## config.mk

```make
export PLATFORM = sky130hd
export DESIGN_NAME = timer16_capture
export DESIGN_NICKNAME = d
export VERILOG_FILES = /design/src/verilog/timer16_pkg.sv /design/src/verilog/capture_conditioner.sv /design/src/verilog/timer16_capture.sv
export SDC_FILE = /design/constraint.sdc
export NUM_CORES = 1
export LEC_CHECK = 0
export BUFFER_PORTS_ARGS = -buffer_cell sky130_fd_sc_hd__clkbuf_2
export CORE_MARGIN = 5
export CORE_UTILIZATION = 50
export DETAILED_ROUTE_END_ITERATION = 10
export PLACE_DENSITY_LB_ADDON = 0.3
export SLEW_MARGIN = 15
export SYNTH_ARGS = -nofsm -noshare
export SYNTH_HDL_FRONTEND = slang
export SYNTH_HIERARCHICAL = 1
export SYNTH_SLANG_ARGS = --single-unit
```

## constraint.sdc

```tcl
create_clock -name clock_in -period 10.1 [get_ports clock_in]
set_input_delay 2.02 -clock clock_in [delete_from_list [all_inputs] [get_ports clock_in]]
set_output_delay 2.02 -clock clock_in [all_outputs]
set_load 0.01 [all_outputs]
```

## src/verilog/timer16_pkg.sv

```systemverilog
// Constants for the 16-bit timer with input capture.
// Assumes an 8-bit register port driven by a processor core on clock_in.
// Function
// - High-byte writes and count/capture high reads use shared holding register.
// - Low-byte read latches counter high into holding.
// - Low-byte write loads holding and byte together.
// - Clock select picks tick; zero stops counter.
// - Counter accessible whether ticks arrive or not.
// - Processor write beats clear and count.
// - Each tick clears, increments or decrements counter.
// - Overflow flag set where mode defines; interrupts.
// - Selected edge copies counter into capture register.
// - Capture flag set in the copy cycle.
// - Enabled flag interrupts; cleared by service or one.
// - Capture low read latches high into holding.
// - Capture writable only in capture-top modes.
// - Comparator select switches trigger; clear flag after.
// - Filter changes after four equal samples.
// - Filter adds four system clocks of delay.
// - Capture input off in capture-top modes.
// - Every capture overwrites the capture register.
// - Port-driven pin captures like external edge.
// - One holding register; write high before low.
// - Top is fixed, compare A or capture.
package timer16_pkg;

    // Register locations on the 8-bit port
    localparam logic [7:0] ADDR_CTRL_A = 8'h00;
    localparam logic [7:0] ADDR_CTRL_B = 8'h01;
    localparam logic [7:0] ADDR_FLAGS = 8'h02;
    localparam logic [7:0] ADDR_MASK = 8'h03;
    localparam logic [7:0] ADDR_COUNT_LOW = 8'h04;
    localparam logic [7:0] ADDR_COUNT_HIGH = 8'h05;
    localparam logic [7:0] ADDR_CAPTURE_LOW = 8'h06;
    localparam logic [7:0] ADDR_CAPTURE_HIGH = 8'h07;
    localparam logic [7:0] ADDR_COMPARE_A_LOW = 8'h08;
    localparam logic [7:0] ADDR_COMPARE_A_HIGH = 8'h09;

    // Field positions
    localparam int CTRL_A_MODE_LSB = 0;
    localparam int CTRL_B_CLOCK_LSB = 0;
    localparam int CTRL_B_MODE_LSB = 3;
    localparam int CTRL_B_EDGE_BIT = 6;
    localparam int CTRL_B_FILTER_BIT = 7;
    localparam int FLAG_OVERFLOW_BIT = 0;
    localparam int FLAG_CAPTURE_BIT = 5;

    // Reset values
    localparam logic [7:0] RESET_BYTE = 8'h00;
    localparam logic [15:0] RESET_WORD = 16'h0000;

    // Clock select codes
    localparam logic [2:0] CLOCK_NONE = 3'h0;
    localparam logic [2:0] CLOCK_DIV1 = 3'h1;
    localparam logic [2:0] CLOCK_DIV8 = 3'h2;
    localparam logic [2:0] CLOCK_DIV64 = 3'h3;
    localparam logic [2:0] CLOCK_DIV256 = 3'h4;
    localparam logic [2:0] CLOCK_DIV1024 = 3'h5;
    localparam logic [2:0] CLOCK_EXT_FALL = 3'h6;
    localparam logic [2:0] CLOCK_EXT_RISE = 3'h7;

    // Prescaler terminal masks
    localparam int PRESCALE_WIDTH = 10;
    localparam logic [9:0] MASK_DIV8 = 10'h007;
    localparam logic [9:0] MASK_DIV64 = 10'h03F;
    localparam logic [9:0] MASK_DIV256 = 10'h0FF;
    localparam logic [9:0] MASK_DIV1024 = 10'h3FF;

    // Fixed top values
    localparam logic [15:0] TOP_8BIT = 16'h00FF;
    localparam logic [15:0] TOP_9BIT = 16'h01FF;
    localparam logic [15:0] TOP_10BIT = 16'h03FF;
    localparam logic [15:0] COUNT_MAX = 16'hFFFF;
    localparam logic [15:0] COUNT_BOTTOM = 16'h0000;
    localparam logic [15:0] COUNT_ONE = 16'h0001;

    // Count sequence kinds
    typedef enum logic [1:0] {
        SEQ_NORMAL = 2'h0,
        SEQ_CLEAR = 2'h1,
        SEQ_FAST = 2'h2,
        SEQ_DUAL = 2'h3
    } seq_kind_t;

    // Count direction, one-hot
    typedef enum logic [1:0] {
        DIR_UP = 2'b01,
        DIR_DOWN = 2'b10
    } dir_t;

    // Filter depth in system clocks
    localparam int FILTER_SAMPLES = 4;

endpackage

```

## src/verilog/capture_conditioner.sv

```systemverilog
// Synchroniser and optional majority-free noise filter for the capture input.
// Assumes raw_in is asynchronous to clock_in.
`timescale 1ns/1ns
module capture_conditioner #(
    parameter int SAMPLES = timer16_pkg::FILTER_SAMPLES
) (
    // Clock and reset
    input wire logic clock_in,
    input wire logic nrst_in,
    // Signal
    input wire logic raw_in,
    input wire logic filter_enable_in,
    output logic level_out
);
    import timer16_pkg::*;

    logic [2:0] sync_q;
    logic [2:0] sync_d;
    logic stable_q;
    logic stable_d;
    logic [SAMPLES-1:0] hist_q;
    logic [SAMPLES-1:0] hist_d;
    logic level_q;
    logic level_d;

    always_comb begin
        sync_d = {sync_q[1:0], raw_in};
        stable_d = stable_q;
        // Only the second and third stages are compared
        if (sync_q[1] == sync_q[2]) begin
            stable_d = sync_q[2];
        end
        hist_d = {hist_q[SAMPLES-2:0], stable_q};
        level_d = level_q;
        if (!filter_enable_in) begin
            level_d = stable_q;
        end else if (&hist_q || ~|hist_q) begin
            level_d = hist_q[0];
        end
    end

    always_ff @(posedge clock_in or negedge nrst_in) begin
        if (!nrst_in) begin
            sync_q <= 3'h0;
            stable_q <= 1'b0;
            hist_q <= '0;
            level_q <= 1'b0;
        end else begin
            sync_q <= sync_d;
            stable_q <= stable_d;
            hist_q <= hist_d;
            level_q <= level_d;
        end
    end

    assign level_out = level_q;

endmodule

```

## src/verilog/timer16_capture.sv

```systemverilog
// 16-bit timer/counter with input capture on an 8-bit register port.
// Assumes a processor core issuing single-cycle read and write strobes.
`timescale 1ns/1ns
module timer16_capture (
    // Clock and reset
    input wire logic clock_in,
    input wire logic nrst_in,
    // Register port
    input wire logic [7:0] addr_in,
    input wire logic [7:0] wdata_in,
    input wire logic wr_in,
    input wire logic rd_in,
    output logic [7:0] rdata_out,
    // Pins and neighbour signals
    input wire logic capture_pin_in,
    input wire logic comparator_output_in,
    input wire logic comparator_capture_select_in,
    input wire logic external_count_pin_in,
    // Interrupts
    input wire logic capture_irq_ack_in,
    input wire logic overflow_irq_ack_in,
    output logic capture_irq_out,
    output logic overflow_irq_out
);
    import timer16_pkg::*;

    logic [1:0] ctrl_a_q;
    logic [1:0] ctrl_a_d;
    logic [7:0] ctrl_b_q;
    logic [7:0] ctrl_b_d;
    logic [7:0] hold_q;
    logic [7:0] hold_d;
    logic [15:0] count_q;
    logic [15:0] count_d;
    logic [15:0] capture_q;
    logic [15:0] capture_d;
    logic [15:0] compare_a_q;
    logic [15:0] compare_a_d;
    dir_t dir_q;
    dir_t dir_d;
    logic cap_flag_q;
    logic cap_flag_d;
    logic ov_flag_q;
    logic ov_flag_d;
    logic cap_en_q;
    logic cap_en_d;
    logic ov_en_q;
    logic ov_en_d;
    logic [7:0] rdata_q;
    logic [7:0] rdata_d;
    logic cap_irq_q;
    logic ov_irq_q;
    logic [9:0] presc_q;
    logic [9:0] presc_d;
    logic [2:0] ext_sync_q;
    logic [2:0] ext_sync_d;
    logic ext_level_q;
    logic ext_level_d;
    logic edge_prev_q;
    logic edge_prev_d;

    logic [3:0] mode;
    logic [2:0] clock_sel;
    logic [15:0] top;
    logic [15:0] fixed_top;
    seq_kind_t kind;
    logic capture_top;
    logic tick;
    logic ext_rise;
    logic ext_fall;
    logic cap_raw;
    logic cap_level;
    logic cap_event;
    logic ov_set;
    logic wr_count;
    logic wr_capture;
    logic wr_high;

    assign mode = {ctrl_b_q[CTRL_B_MODE_LSB+1:CTRL_B_MODE_LSB],
                   ctrl_a_q};
    assign clock_sel = ctrl_b_q[CTRL_B_CLOCK_LSB+2:CTRL_B_CLOCK_LSB];
    assign fixed_top = (mode[1:0] == 2'h1) ? TOP_8BIT
                     : (mode[1:0] == 2'h2) ? TOP_9BIT : TOP_10BIT;

    // Mode decode: sequence kind and top source
    always_comb begin
        kind = SEQ_NORMAL;
        top = COUNT_MAX;
        capture_top = 1'b0;
        case (mode)
            4'h1, 4'h2, 4'h3, 4'h5, 4'h6, 4'h7: begin
                kind = mode[2] ? SEQ_FAST : SEQ_DUAL;
                top = fixed_top;
            end
            4'h4: begin
                kind = SEQ_CLEAR;
                top = compare_a_q;
            end
            4'h8, 4'hA: begin
                kind = SEQ_DUAL;
                top = capture_q;
                capture_top = 1'b1;
            end
            4'h9, 4'hB: begin
                kind = SEQ_DUAL;
                top = compare_a_q;
            end
            4'hC: begin
                kind = SEQ_CLEAR;
                top = capture_q;
                capture_top = 1'b1;
            end
            4'hE: begin
                kind = SEQ_FAST;
                top = capture_q;
                capture_top = 1'b1;
            end
            4'hF: begin
                kind = SEQ_FAST;
                top = compare_a_q;
            end
            default: begin
                // Mode 0 and reserved 13: plain sequence
                kind = SEQ_NORMAL;
            end
        endcase
    end

    // Tick source: prescaler taps or synchronised count pin
    always_comb begin
        presc_d = (clock_sel == CLOCK_NONE) ? presc_q
                : presc_q + 10'h001;
        ext_sync_d = {ext_sync_q[1:0], external_count_pin_in};
        ext_level_d = ext_level_q;
        if (ext_sync_q[1] == ext_sync_q[2]) begin
            ext_level_d = ext_sync_q[2];
        end
        ext_rise = ext_level_d & ~ext_level_q;
        ext_fall = ~ext_level_d & ext_level_q;
        case (clock_sel)
            CLOCK_NONE: tick = 1'b0;
            CLOCK_DIV1: tick = 1'b1;
            CLOCK_DIV8: tick = (presc_q & MASK_DIV8) == MASK_DIV8;
            CLOCK_DIV64: tick = (presc_q & MASK_DIV64) == MASK_DIV64;
            CLOCK_DIV256: tick = (presc_q & MASK_DIV256) == MASK_DIV256;
            CLOCK_DIV1024: tick = presc_q == MASK_DIV1024;
            CLOCK_EXT_FALL: tick = ext_fall;
            CLOCK_EXT_RISE: tick = ext_rise;
            default: tick = 1'b0;
        endcase
    end

    // Capture trigger path; the pin is read back whoever drives it
    assign cap_raw = comparator_capture_select_in ?
                     comparator_output_in : capture_pin_in;

    capture_conditioner #(
        .SAMPLES(FILTER_SAMPLES)
    ) u_conditioner (
        .clock_in(clock_in),
        .nrst_in(nrst_in),
        .raw_in(cap_raw),
        .filter_enable_in(ctrl_b_q[CTRL_B_FILTER_BIT]),
        .level_out(cap_level)
    );

    always_comb begin
        edge_prev_d = cap_level;
        cap_event = 1'b0;
        if (!capture_top) begin
            cap_event = ctrl_b_q[CTRL_B_EDGE_BIT] ?
                        (cap_level & ~edge_prev_q) :
                        (~cap_level & edge_prev_q);
        end
    end

    // Bus decode
    assign wr_count = wr_in && (addr_in == ADDR_COUNT_LOW);
    assign wr_capture = wr_in && (addr_in == ADDR_CAPTURE_LOW);
    assign wr_high = wr_in && (addr_in == ADDR_COUNT_HIGH ||
                               addr_in == ADDR_CAPTURE_HIGH ||
                               addr_in == ADDR_COMPARE_A_HIGH);

    // Counter and direction
    always_comb begin
        count_d = count_q;
        dir_d = dir_q;
        ov_set = 1'b0;
        if (tick) begin
            case (kind)
                SEQ_NORMAL: begin
                    count_d = count_q + COUNT_ONE;
                    ov_set = count_q == COUNT_MAX;
                end
                SEQ_CLEAR: begin
                    count_d = (count_q == top) ? COUNT_BOTTOM
                            : count_q + COUNT_ONE;
                    ov_set = count_q == COUNT_MAX;
                end
                SEQ_FAST: begin
                    count_d = (count_q == top) ? COUNT_BOTTOM
                            : count_q + COUNT_ONE;
                    ov_set = count_q == top;
                end
                SEQ_DUAL: begin
                    if (dir_q == DIR_UP) begin
                        if (count_q >= top) begin
                            dir_d = DIR_DOWN;
                            count_d = count_q - COUNT_ONE;
                        end else begin
                            count_d = count_q + COUNT_ONE;
                        end
                    end else if (count_q == COUNT_BOTTOM) begin
                        dir_d = DIR_UP;
                        count_d = COUNT_ONE;
                    end else begin
                        count_d = count_q - COUNT_ONE;
                        if (count_q == COUNT_ONE) begin
                            dir_d = DIR_UP;
                            ov_set = 1'b1;
                        end
                    end
                end
                default: count_d = count_q;
            endcase
        end
        if (wr_count) begin
            count_d = {hold_q, wdata_in};
        end
    end

    // Holding byte, capture and compare registers
    always_comb begin
        hold_d = hold_q;
        capture_d = capture_q;
        compare_a_d = compare_a_q;
        if (wr_high) begin
            hold_d = wdata_in;
        end else if (rd_in && addr_in == ADDR_COUNT_LOW) begin
            hold_d = count_q[15:8];
        end else if (rd_in && addr_in == ADDR_CAPTURE_LOW) begin
            hold_d = capture_q[15:8];
        end
        if (cap_event) begin
            capture_d = count_q;
        end
        if (wr_capture && capture_top) begin
            capture_d = {hold_q, wdata_in};
        end
        if (wr_in && addr_in == ADDR_COMPARE_A_LOW) begin
            compare_a_d = {hold_q, wdata_in};
        end
    end

    // Control, flags and mask; a new event beats a clear
    always_comb begin
        ctrl_a_d = ctrl_a_q;
        ctrl_b_d = ctrl_b_q;
        cap_en_d = cap_en_q;
        ov_en_d = ov_en_q;
        cap_flag_d = cap_flag_q;
        ov_flag_d = ov_flag_q;
        if (wr_in && addr_in == ADDR_CTRL_A) begin
            ctrl_a_d = wdata_in[CTRL_A_MODE_LSB+1:CTRL_A_MODE_LSB];
        end
        if (wr_in && addr_in == ADDR_CTRL_B) begin
            // Bit 5 is reserved and reads as zero
            ctrl_b_d = wdata_in & 8'hDF;
        end
        if (wr_in && addr_in == ADDR_MASK) begin
            cap_en_d = wdata_in[FLAG_CAPTURE_BIT];
            ov_en_d = wdata_in[FLAG_OVERFLOW_BIT];
        end
        if (capture_irq_ack_in || (wr_in && addr_in == ADDR_FLAGS &&
                                   wdata_in[FLAG_CAPTURE_BIT])) begin
            cap_flag_d = 1'b0;
        end
        if (overflow_irq_ack_in || (wr_in && addr_in == ADDR_FLAGS &&
                                    wdata_in[FLAG_OVERFLOW_BIT])) begin
            ov_flag_d = 1'b0;
        end
        if (cap_event) begin
            cap_flag_d = 1'b1;
        end
        if (ov_set) begin
            ov_flag_d = 1'b1;
        end
    end

    // Read data, registered; unmapped locations read zero
    always_comb begin
        rdata_d = RESET_BYTE;
        if (rd_in) begin
            case (addr_in)
                ADDR_CTRL_A: rdata_d = {6'h00, ctrl_a_q};
                ADDR_CTRL_B: rdata_d = ctrl_b_q;
                ADDR_FLAGS: begin
                    rdata_d[FLAG_CAPTURE_BIT] = cap_flag_q;
                    rdata_d[FLAG_OVERFLOW_BIT] = ov_flag_q;
                end
                ADDR_MASK: begin
                    rdata_d[FLAG_CAPTURE_BIT] = cap_en_q;
                    rdata_d[FLAG_OVERFLOW_BIT] = ov_en_q;
                end
                ADDR_COUNT_LOW: rdata_d = count_q[7:0];
                ADDR_COUNT_HIGH: rdata_d = hold_q;
                ADDR_CAPTURE_LOW: rdata_d = capture_q[7:0];
                ADDR_CAPTURE_HIGH: rdata_d = hold_q;
                // Compare A never changes by itself, so no holding
                ADDR_COMPARE_A_LOW: rdata_d = compare_a_q[7:0];
                ADDR_COMPARE_A_HIGH: rdata_d = compare_a_q[15:8];
                default: rdata_d = RESET_BYTE;
            endcase
        end
    end

    always_ff @(posedge clock_in or negedge nrst_in) begin
        if (!nrst_in) begin
            ctrl_a_q <= 2'h0;
            ctrl_b_q <= RESET_BYTE;
            hold_q <= RESET_BYTE;
            count_q <= RESET_WORD;
            capture_q <= RESET_WORD;
            compare_a_q <= RESET_WORD;
            dir_q <= DIR_UP;
            cap_flag_q <= 1'b0;
            ov_flag_q <= 1'b0;
            cap_en_q <= 1'b0;
            ov_en_q <= 1'b0;
            rdata_q <= RESET_BYTE;
            cap_irq_q <= 1'b0;
            ov_irq_q <= 1'b0;
            presc_q <= 10'h000;
            ext_sync_q <= 3'h0;
            ext_level_q <= 1'b0;
            edge_prev_q <= 1'b0;
        end else begin
            ctrl_a_q <= ctrl_a_d;
            ctrl_b_q <= ctrl_b_d;
            hold_q <= hold_d;
            count_q <= count_d;
            capture_q <= capture_d;
            compare_a_q <= compare_a_d;
            dir_q <= dir_d;
            cap_flag_q <= cap_flag_d;
            ov_flag_q <= ov_flag_d;
            cap_en_q <= cap_en_d;
            ov_en_q <= ov_en_d;
            rdata_q <= rdata_d;
            cap_irq_q <= cap_flag_d & cap_en_d;
            ov_irq_q <= ov_flag_d & ov_en_d;
            presc_q <= presc_d;
            ext_sync_q <= ext_sync_d;
            ext_level_q <= ext_level_d;
            edge_prev_q <= edge_prev_d;
        end
    end

    assign rdata_out = rdata_q;
    assign capture_irq_out = cap_irq_q;
    assign overflow_irq_out = ov_irq_q;

endmodule

```

==> results_dict.tcl, run 1 <==
set metrics [dict create \
    synth_cell_types 68 \
    r2r_cells 16 \
    ys_seq_area_frac 0.4136 \
    clk_latency_ns 0.36 \
    grt_max_degree 72 \
    first_iter_violations 668 \
    antenna_found_initial 0 \
    hold_depth 0 \
    cp_cell_sequence "inv_1 -> ha_1 -> nor2b_1 -> o21ai_0 -> o21ai_1 -> buf_4 -> nor3b_1 -> a221oi_1 -> ha_1 -> nand4_1 -> or3_1 -> a221o_1 -> a31oi_1 -> a41oi_1 -> o21ai_0 -> a31oi_1" \
    r2r_slack_ns 5.20 \
    die_h_um 122.8 \
    hp-class "register to register" \
    synth_area_per_cell_um2 9.320 \
    hold_slack_ns 0.3527 \
    grt_pass1_vias 5763 \
    yosysTopAreaCell "dfrtp_1" \
    cp_slowest_stage_delay_ns 0.79 \
    portBuffers 35 \
    syn_area_um2 6356 \
    crit_family "compound AO/OA/AOI/OAI gates" \
    grt_util_met2 0.4294 \
    synth_warnings 6 \
    cts_resized 0 \
    setup_slack_ns 5.198 \
    hold_buffers 0 \
    met3_usage 0.06866 \
    status "finished, final reports clean" \
    setup_viol 0 \
    via_per_inst 6.659 \
    cp-startpoint "ctrl_a_q[1]$_DFFE_PN0P_" \
    finalPower_mw 1.148 \
    cts.htree.levels 3 \
    synth_area_leaders "dfrtp_1 (41%), ha_1 (5.7%), nand2_1 (5.2%), mux2_2 (5.0%), a22oi_1 (3.3%)" \
    drt_pass1_iterations 8 \
    synth_cells 682 \
    cp.buffers_inverters 2 \
    place_congestion 0.9609 \
    powerDensity_nw_per_um2 166.0 \
    ys_ff_latch 105 \
    period_minus_slack_ns 4.902 \
    p_leak_nw 3.002 \
    grt_pass1_wl_mm 31.57 \
    dpl_worst_slack_ns 5.229 \
    min_period_over_period 0.4853 \
    r2r_start "ctrl_a_q[1]$_DFFE_PN0P_" \
    synthArstFlopShare 1.000 \
    cts_made_buffers 9 \
    dp_hpwl_mm 13.95 \
    tns_ns 0 \
    clockRootBuffer "clkbuf_16" \
    max_slew.worst_pin.slew_ns 1.091 \
    path_clk_slew_ns 0.08 \
    drc_errors 0 \
    dieArea_um2 15070 \
    utilization 0.5528 \
    yosys.cell_count.top_type "dfrtp_1" \
    cp.arrival_ns 5.10 \
    grt_usage 0.2745 \
    io_pins 36 \
    grt_overflow_total 0 \
    cts_tree "yes" \
    clock.fmax_ghz 0.2040 \
    peakVddDrop_mv 0.1236 \
    postRouteAntennaNets 0 \
    cts.sinks 105 \
    synth_common_cells "dfrtp_1 (104), nand2_1 (88), clkbuf_1 (41)" \
    area_growth_pct 8.858 \
    slew_violations 0 \
    start_util 0.5078 \
    drive_above_1_share 0.1476 \
    antenna_cells 0 \
    startpoint_type "register" \
    fin_worst_skew_ns 0.01062 \
    cp-end-kind "register" \
    grt_busiest_layer "met2" \
    required_ns 10.29 \
    crit_type "register to register" \
    wl_per_cell_um 22.72 \
    maxCapViolations 0 \
    rows 41 \
    hold_viol_final 0 \
    totalWireLength_mm 19.60 \
    die_w_um 122.8 \
    cts_buffer_depth 2 \
    synth-edff-count 0 \
    vias 5747 \
    syn_nets 737 \
    grt_setup_unrepaired "false" \
    slew_headroom 0.2690 \
    worst_r2r_endpoint "count_q[7]$_DFFE_PN0P_" \
    grt_use_met1 0.3570 \
    worstHoldEndpoint "ext_sync_q[1]$_DFF_PN0_" \
    hold_start "ext_sync_q[0]$_DFF_PN0_" \
    finalNetCount 741 \
    synth_ff_type "dfrtp_1" \
    path_max_fanout 18 \
    postCtsSetupBuffers 0 \
    yosysTopAreaCellShare 0.4094 \
    cp_slowest_cell "a31oi_1" \
    core_area_um2 12520 \
]
worst register-to-register path, delay by kind of cell, from the launching register on:
kind                     cells  cell delay, ns
flip-flops                   1            0.39
adder cells (fa/ha/maj)      2            0.60
AND/OR/NAND/NOR              4            1.43
AO/OA/AOI/OAI                8            2.02
buffers and inverters        2            0.30
flip-flops by register name (all words and copies together), names as in the netlist, 4 cells and up:
signal and count:
presc_q 10, hold_q 8, capture_q 16, ctrl_b_q 7, rdata_out 8, compare_a_q 16
count_q 16, u_conditioner/hist_q 4
cell usage in the layout, fill, tap and decap left out, types with 19 or more instances in the layout:
| cell type | netlist | routed |
|---|---|---|
| a21oi_1 | 29 | 28 |
| a221oi_1 | 19 | 19 |
| a22oi_1 | 28 | 28 |
| clkbuf_2 | 0 | 34 |
| dfrtp_1 | 104 | 104 |
| ha_1 | 29 | 29 |
| mux2_2 | 28 | 28 |
| nand2_1 | 88 | 88 |
| nor2_1 | 29 | 29 |
| o21ai_0 | 38 | 37 |
area by class of cell:
type,instances,area (um^2)
multi-input combinational,514,3470
timing repair buffer,43,237.7
clock buffer,9,225.2
sequential,105,2629
tap,172,215.2
fill,1127,5598
inverter,13,48.80
clock inverter,7,93.84
routing by layer:
metal | up-vias | wire length (um)
met3 | 78 | 1558
li1 | 2587 | -
met1 | 2793 | 8125
met4 | 0 | 860
met2 | 289 | 9060
met5 | - | 0
logic make-up (layout without fill, tap and decap cells):
group | Yosys count | after routing | synth area share
mux | 36 | 36 | 0.06220
xor+xnor | 13 | 13 | 0.01791
compound gates | 201 | 201 | 0.2219
simple gates | 233 | 233 | 0.1821
flops | 105 | 105 | 0.4136
fa+ha+maj | 31 | 31 | 0.06024
buf+inv | 63 | 72 | 0.04213
report_power, final:
part	internal (mW)	switching (mW)
sequential	0.467	0.0798
clock	0.180	0.187
combinational	0.0920	0.142
worst max path at each step:
stage	cells after the start	to	slack (ns)
floorplan	6	compare_a_q[10]$_DFFE_PN0P_	5.88
global placement	6	compare_a_q[15]$_DFFE_PN0P_	5.30
detailed placement	9	capture_q[14]$_DFFE_PN0P_	5.23
CTS	16	count_q[7]$_DFFE_PN0P_	5.23
global route	16	count_q[3]$_DFFE_PN0P_	4.82
finish	16	count_q[7]$_DFFE_PN0P_	5.20
through the flow:
step / area, um^2 / std cells
after global routing: 6919 / 863
after CTS: 6919 / 863
after detailed placement: 6600 / 847
after floorplan: 6356 / 682
final: 6919 / 863
after global placement: 6600 / 847
(Power assumes the default switching activity.)
==> run 2, diff against run 1 <==
clock period = 4 ns   (was 10.1 ns; I/O delays follow)
==> run 2 against run 1 <==
Compared with the run above: combinational power rose to 2.8 times the previous value; cell area rose by 3.3%; wire length rose by 0.42%; first-iteration DRC count fell by 24%; critical path depth fell by 1; non-clock buffer count rose by 22; clock-buffer cell count did not move; clock skew rose by 0.0015 ns; worst setup slack got worse by 5.1 ns; global-route usage fell by 0.75 points; clock power rose by 150%; highest routed layer unchanged.
==> results_dict.tcl, run 2 (synthesized netlist as in run 1, its figures left out) <==
set metrics [dict create \
    status "finished, final reports clean" \
    finalNetCount 763 \
    startpoint_type "register" \
    die_h_um 122.8 \
    maxCapViolations 0 \
    worstHoldEndpoint "ext_sync_q[1]$_DFF_PN0_" \
    first_iter_violations 507 \
    grt_pass1_wl_mm 30.53 \
    rows 41 \
    grt_max_degree 55 \
    drc_errors 0 \
    grt_overflow_total 0 \
    area_growth_pct 12.50 \
    stdcell_count 885 \
    fill_cells 1137 \
    r2r_start "ctrl_a_q[0]$_DFFE_PN0P_" \
    io_pins 36 \
    clockRootBuffer "clkbuf_16" \
    required_ns 4.31 \
    hp-class "register to register" \
    worst_r2r_endpoint "count_q[10]$_DFFE_PN0P_" \
    grt_pass1_vias 5610 \
    register_area_um2 2629 \
    max_slew.worst_pin.slew_ns 1.213 \
    slew_headroom 0.1882 \
    place_congestion 0.9290 \
    clk_latency_ns 0.36 \
    hold_viol_final 0 \
    start_util 0.5078 \
    path_max_fanout 15 \
    utilization 0.5713 \
    top_regs "capture_q: 16 flops, compare_a_q: 16 flops, count_q: 16 flops" \
    via_per_inst 6.625 \
    placedCellCount 867 \
    fin_worst_skew_ns 0.01209 \
    cts_tree "yes" \
    postRouteAntennaNets 0 \
    cp-end-kind "register" \
    core_area_um2 12520 \
    setup_viol 0 \
    crit_type "register to register" \
    hold_depth 0 \
    path_clk_slew_ns 0.08 \
    powerDensity_nw_per_um2 408.8 \
    final_common_cell "dfrtp_1" \
    cts_buffer_depth 2 \
    cts.sinks 105 \
    multi_input_area_um2 3540 \
    totalWireLength_mm 19.69 \
    portBuffers 35 \
    r2r_slack_ns 0.10 \
    cts.htree.levels 3 \
    drive_above_1_share 0.1893 \
    antenna_cells 0 \
    hold_start "ext_sync_q[0]$_DFF_PN0_" \
    antenna_found_initial 0 \
    vias 5863 \
    cp.arrival_ns 4.20 \
    peakVddDrop_mv 0.3079 \
    period_minus_slack_ns 3.899 \
    slew_violations 0 \
    cts_made_buffers 9 \
    r2r_cells 15 \
    p_leak_nw 3.135 \
    wl_per_cell_um 22.24 \
    die_w_um 122.8 \
    layout_common_cells "dfrtp_1 (104), nand2_1 (88), o21ai_0 (37)" \
    drt_pass1_iterations 8 \
    min_period_over_period 0.9746 \
    dieArea_um2 15070 \
    grt_usage 0.2670 \
    dp_hpwl_mm 14.23 \
    clock.fmax_ghz 0.2565 \
]
-- run 2: cell count changes in the layout (fill, tap and decap cells not counted), sizes merged --
cell    before  now
inv         16   18
buf          9   31
clkinv       4    2
-- run 2: worst max-delay path by stage --
stage	from	endpoint	slack (ns)
6_report	ctrl_a_q[0]$_DFFE_PN0P_	count_q[10]$_DFFE_PN0P_	0.10
2_1_floorplan	ctrl_a_q[1]$_DFFE_PN0P_	count_q[4]$_DFFE_PN0P_	0.01
3_3_place_gp	ctrl_a_q[1]$_DFFE_PN0P_	count_q[4]$_DFFE_PN0P_	0.19
4_1_cts	ctrl_a_q[1]$_DFFE_PN0P_	count_q[3]$_DFFE_PN0P_	0.003
3_5_place_dp	ctrl_a_q[1]$_DFFE_PN0P_	count_q[3]$_DFFE_PN0P_	0.005
5_1_grt	ctrl_a_q[0]$_DFFE_PN0P_	count_q[10]$_DFFE_PN0P_	-0.03
-- run 2: layout make-up --
class,instances,share of cell area
Clock buffer,9,0.03150
Multi-Input combinational cell,514,0.4950
Sequential cell,105,0.3676
Clock inverter,7,0.01207
Tap cell,172,0.03010
Timing Repair Buffer,65,0.05687
Inverter,13,0.006824
-- run 2: worst max-delay path, cell delays in order, from the launching register on --
cell and delay, ns:
dfrtp_1 0.42, ha_1 0.27, nor2b_1 0.15, o21ai_1 0.17
o21ai_2 0.12, buf_4 0.21, a221oi_1 0.34, ha_1 0.31
and3_1 0.18, a221o_1 0.40, a22oi_2 0.22, a31oi_1 0.14
buf_4 0.20, or3_1 0.35, a41oi_1 0.21, o22a_1 0.16
-- run 2: per-stage QoR --
stage                     setup TNS (ns)  instance area [um^2]  hold WS, ns  setup WS, ns  power [mW]
after floorplan                        0                  6356       0.3312       0.01337       1.741
final                                  0                  7151       0.3542        0.1015       2.923
after CTS                              0                  7062       0.3558      0.002812       2.899
after global placement                 0                  6750       0.3333        0.1872       1.954
after detailed placement               0                  6750       0.3370      0.005049       1.980
after global routing            -0.09521                  7151       0.3595      -0.03367       3.068
-- run 2: power by group --
group / internal, mW / total (mW) / switching, mW
registers: 1.18 / 1.36 / 0.179
clock network: 0.453 / 0.919 / 0.466
logic: 0.264 / 0.645 / 0.381
-- run 2: timing repair --
item,4_1_cts,5_1_grt
setup buffers,0,2
gates resized for setup,0,15
endpoints found under the setup margin,0,15
hold buffers,0,0
-- run 2: routing by layer --
metal / routed length (um) / GRT usage / vias to the layer above
met3: 1695 / 0.04562 / 57
met5: 0 / 0 / -
met4: 834 / 0.1456 / 0
li1: - / - / 2607
met1: 8019 / 0.3545 / 2879
met2: 9137 / 0.4154 / 320
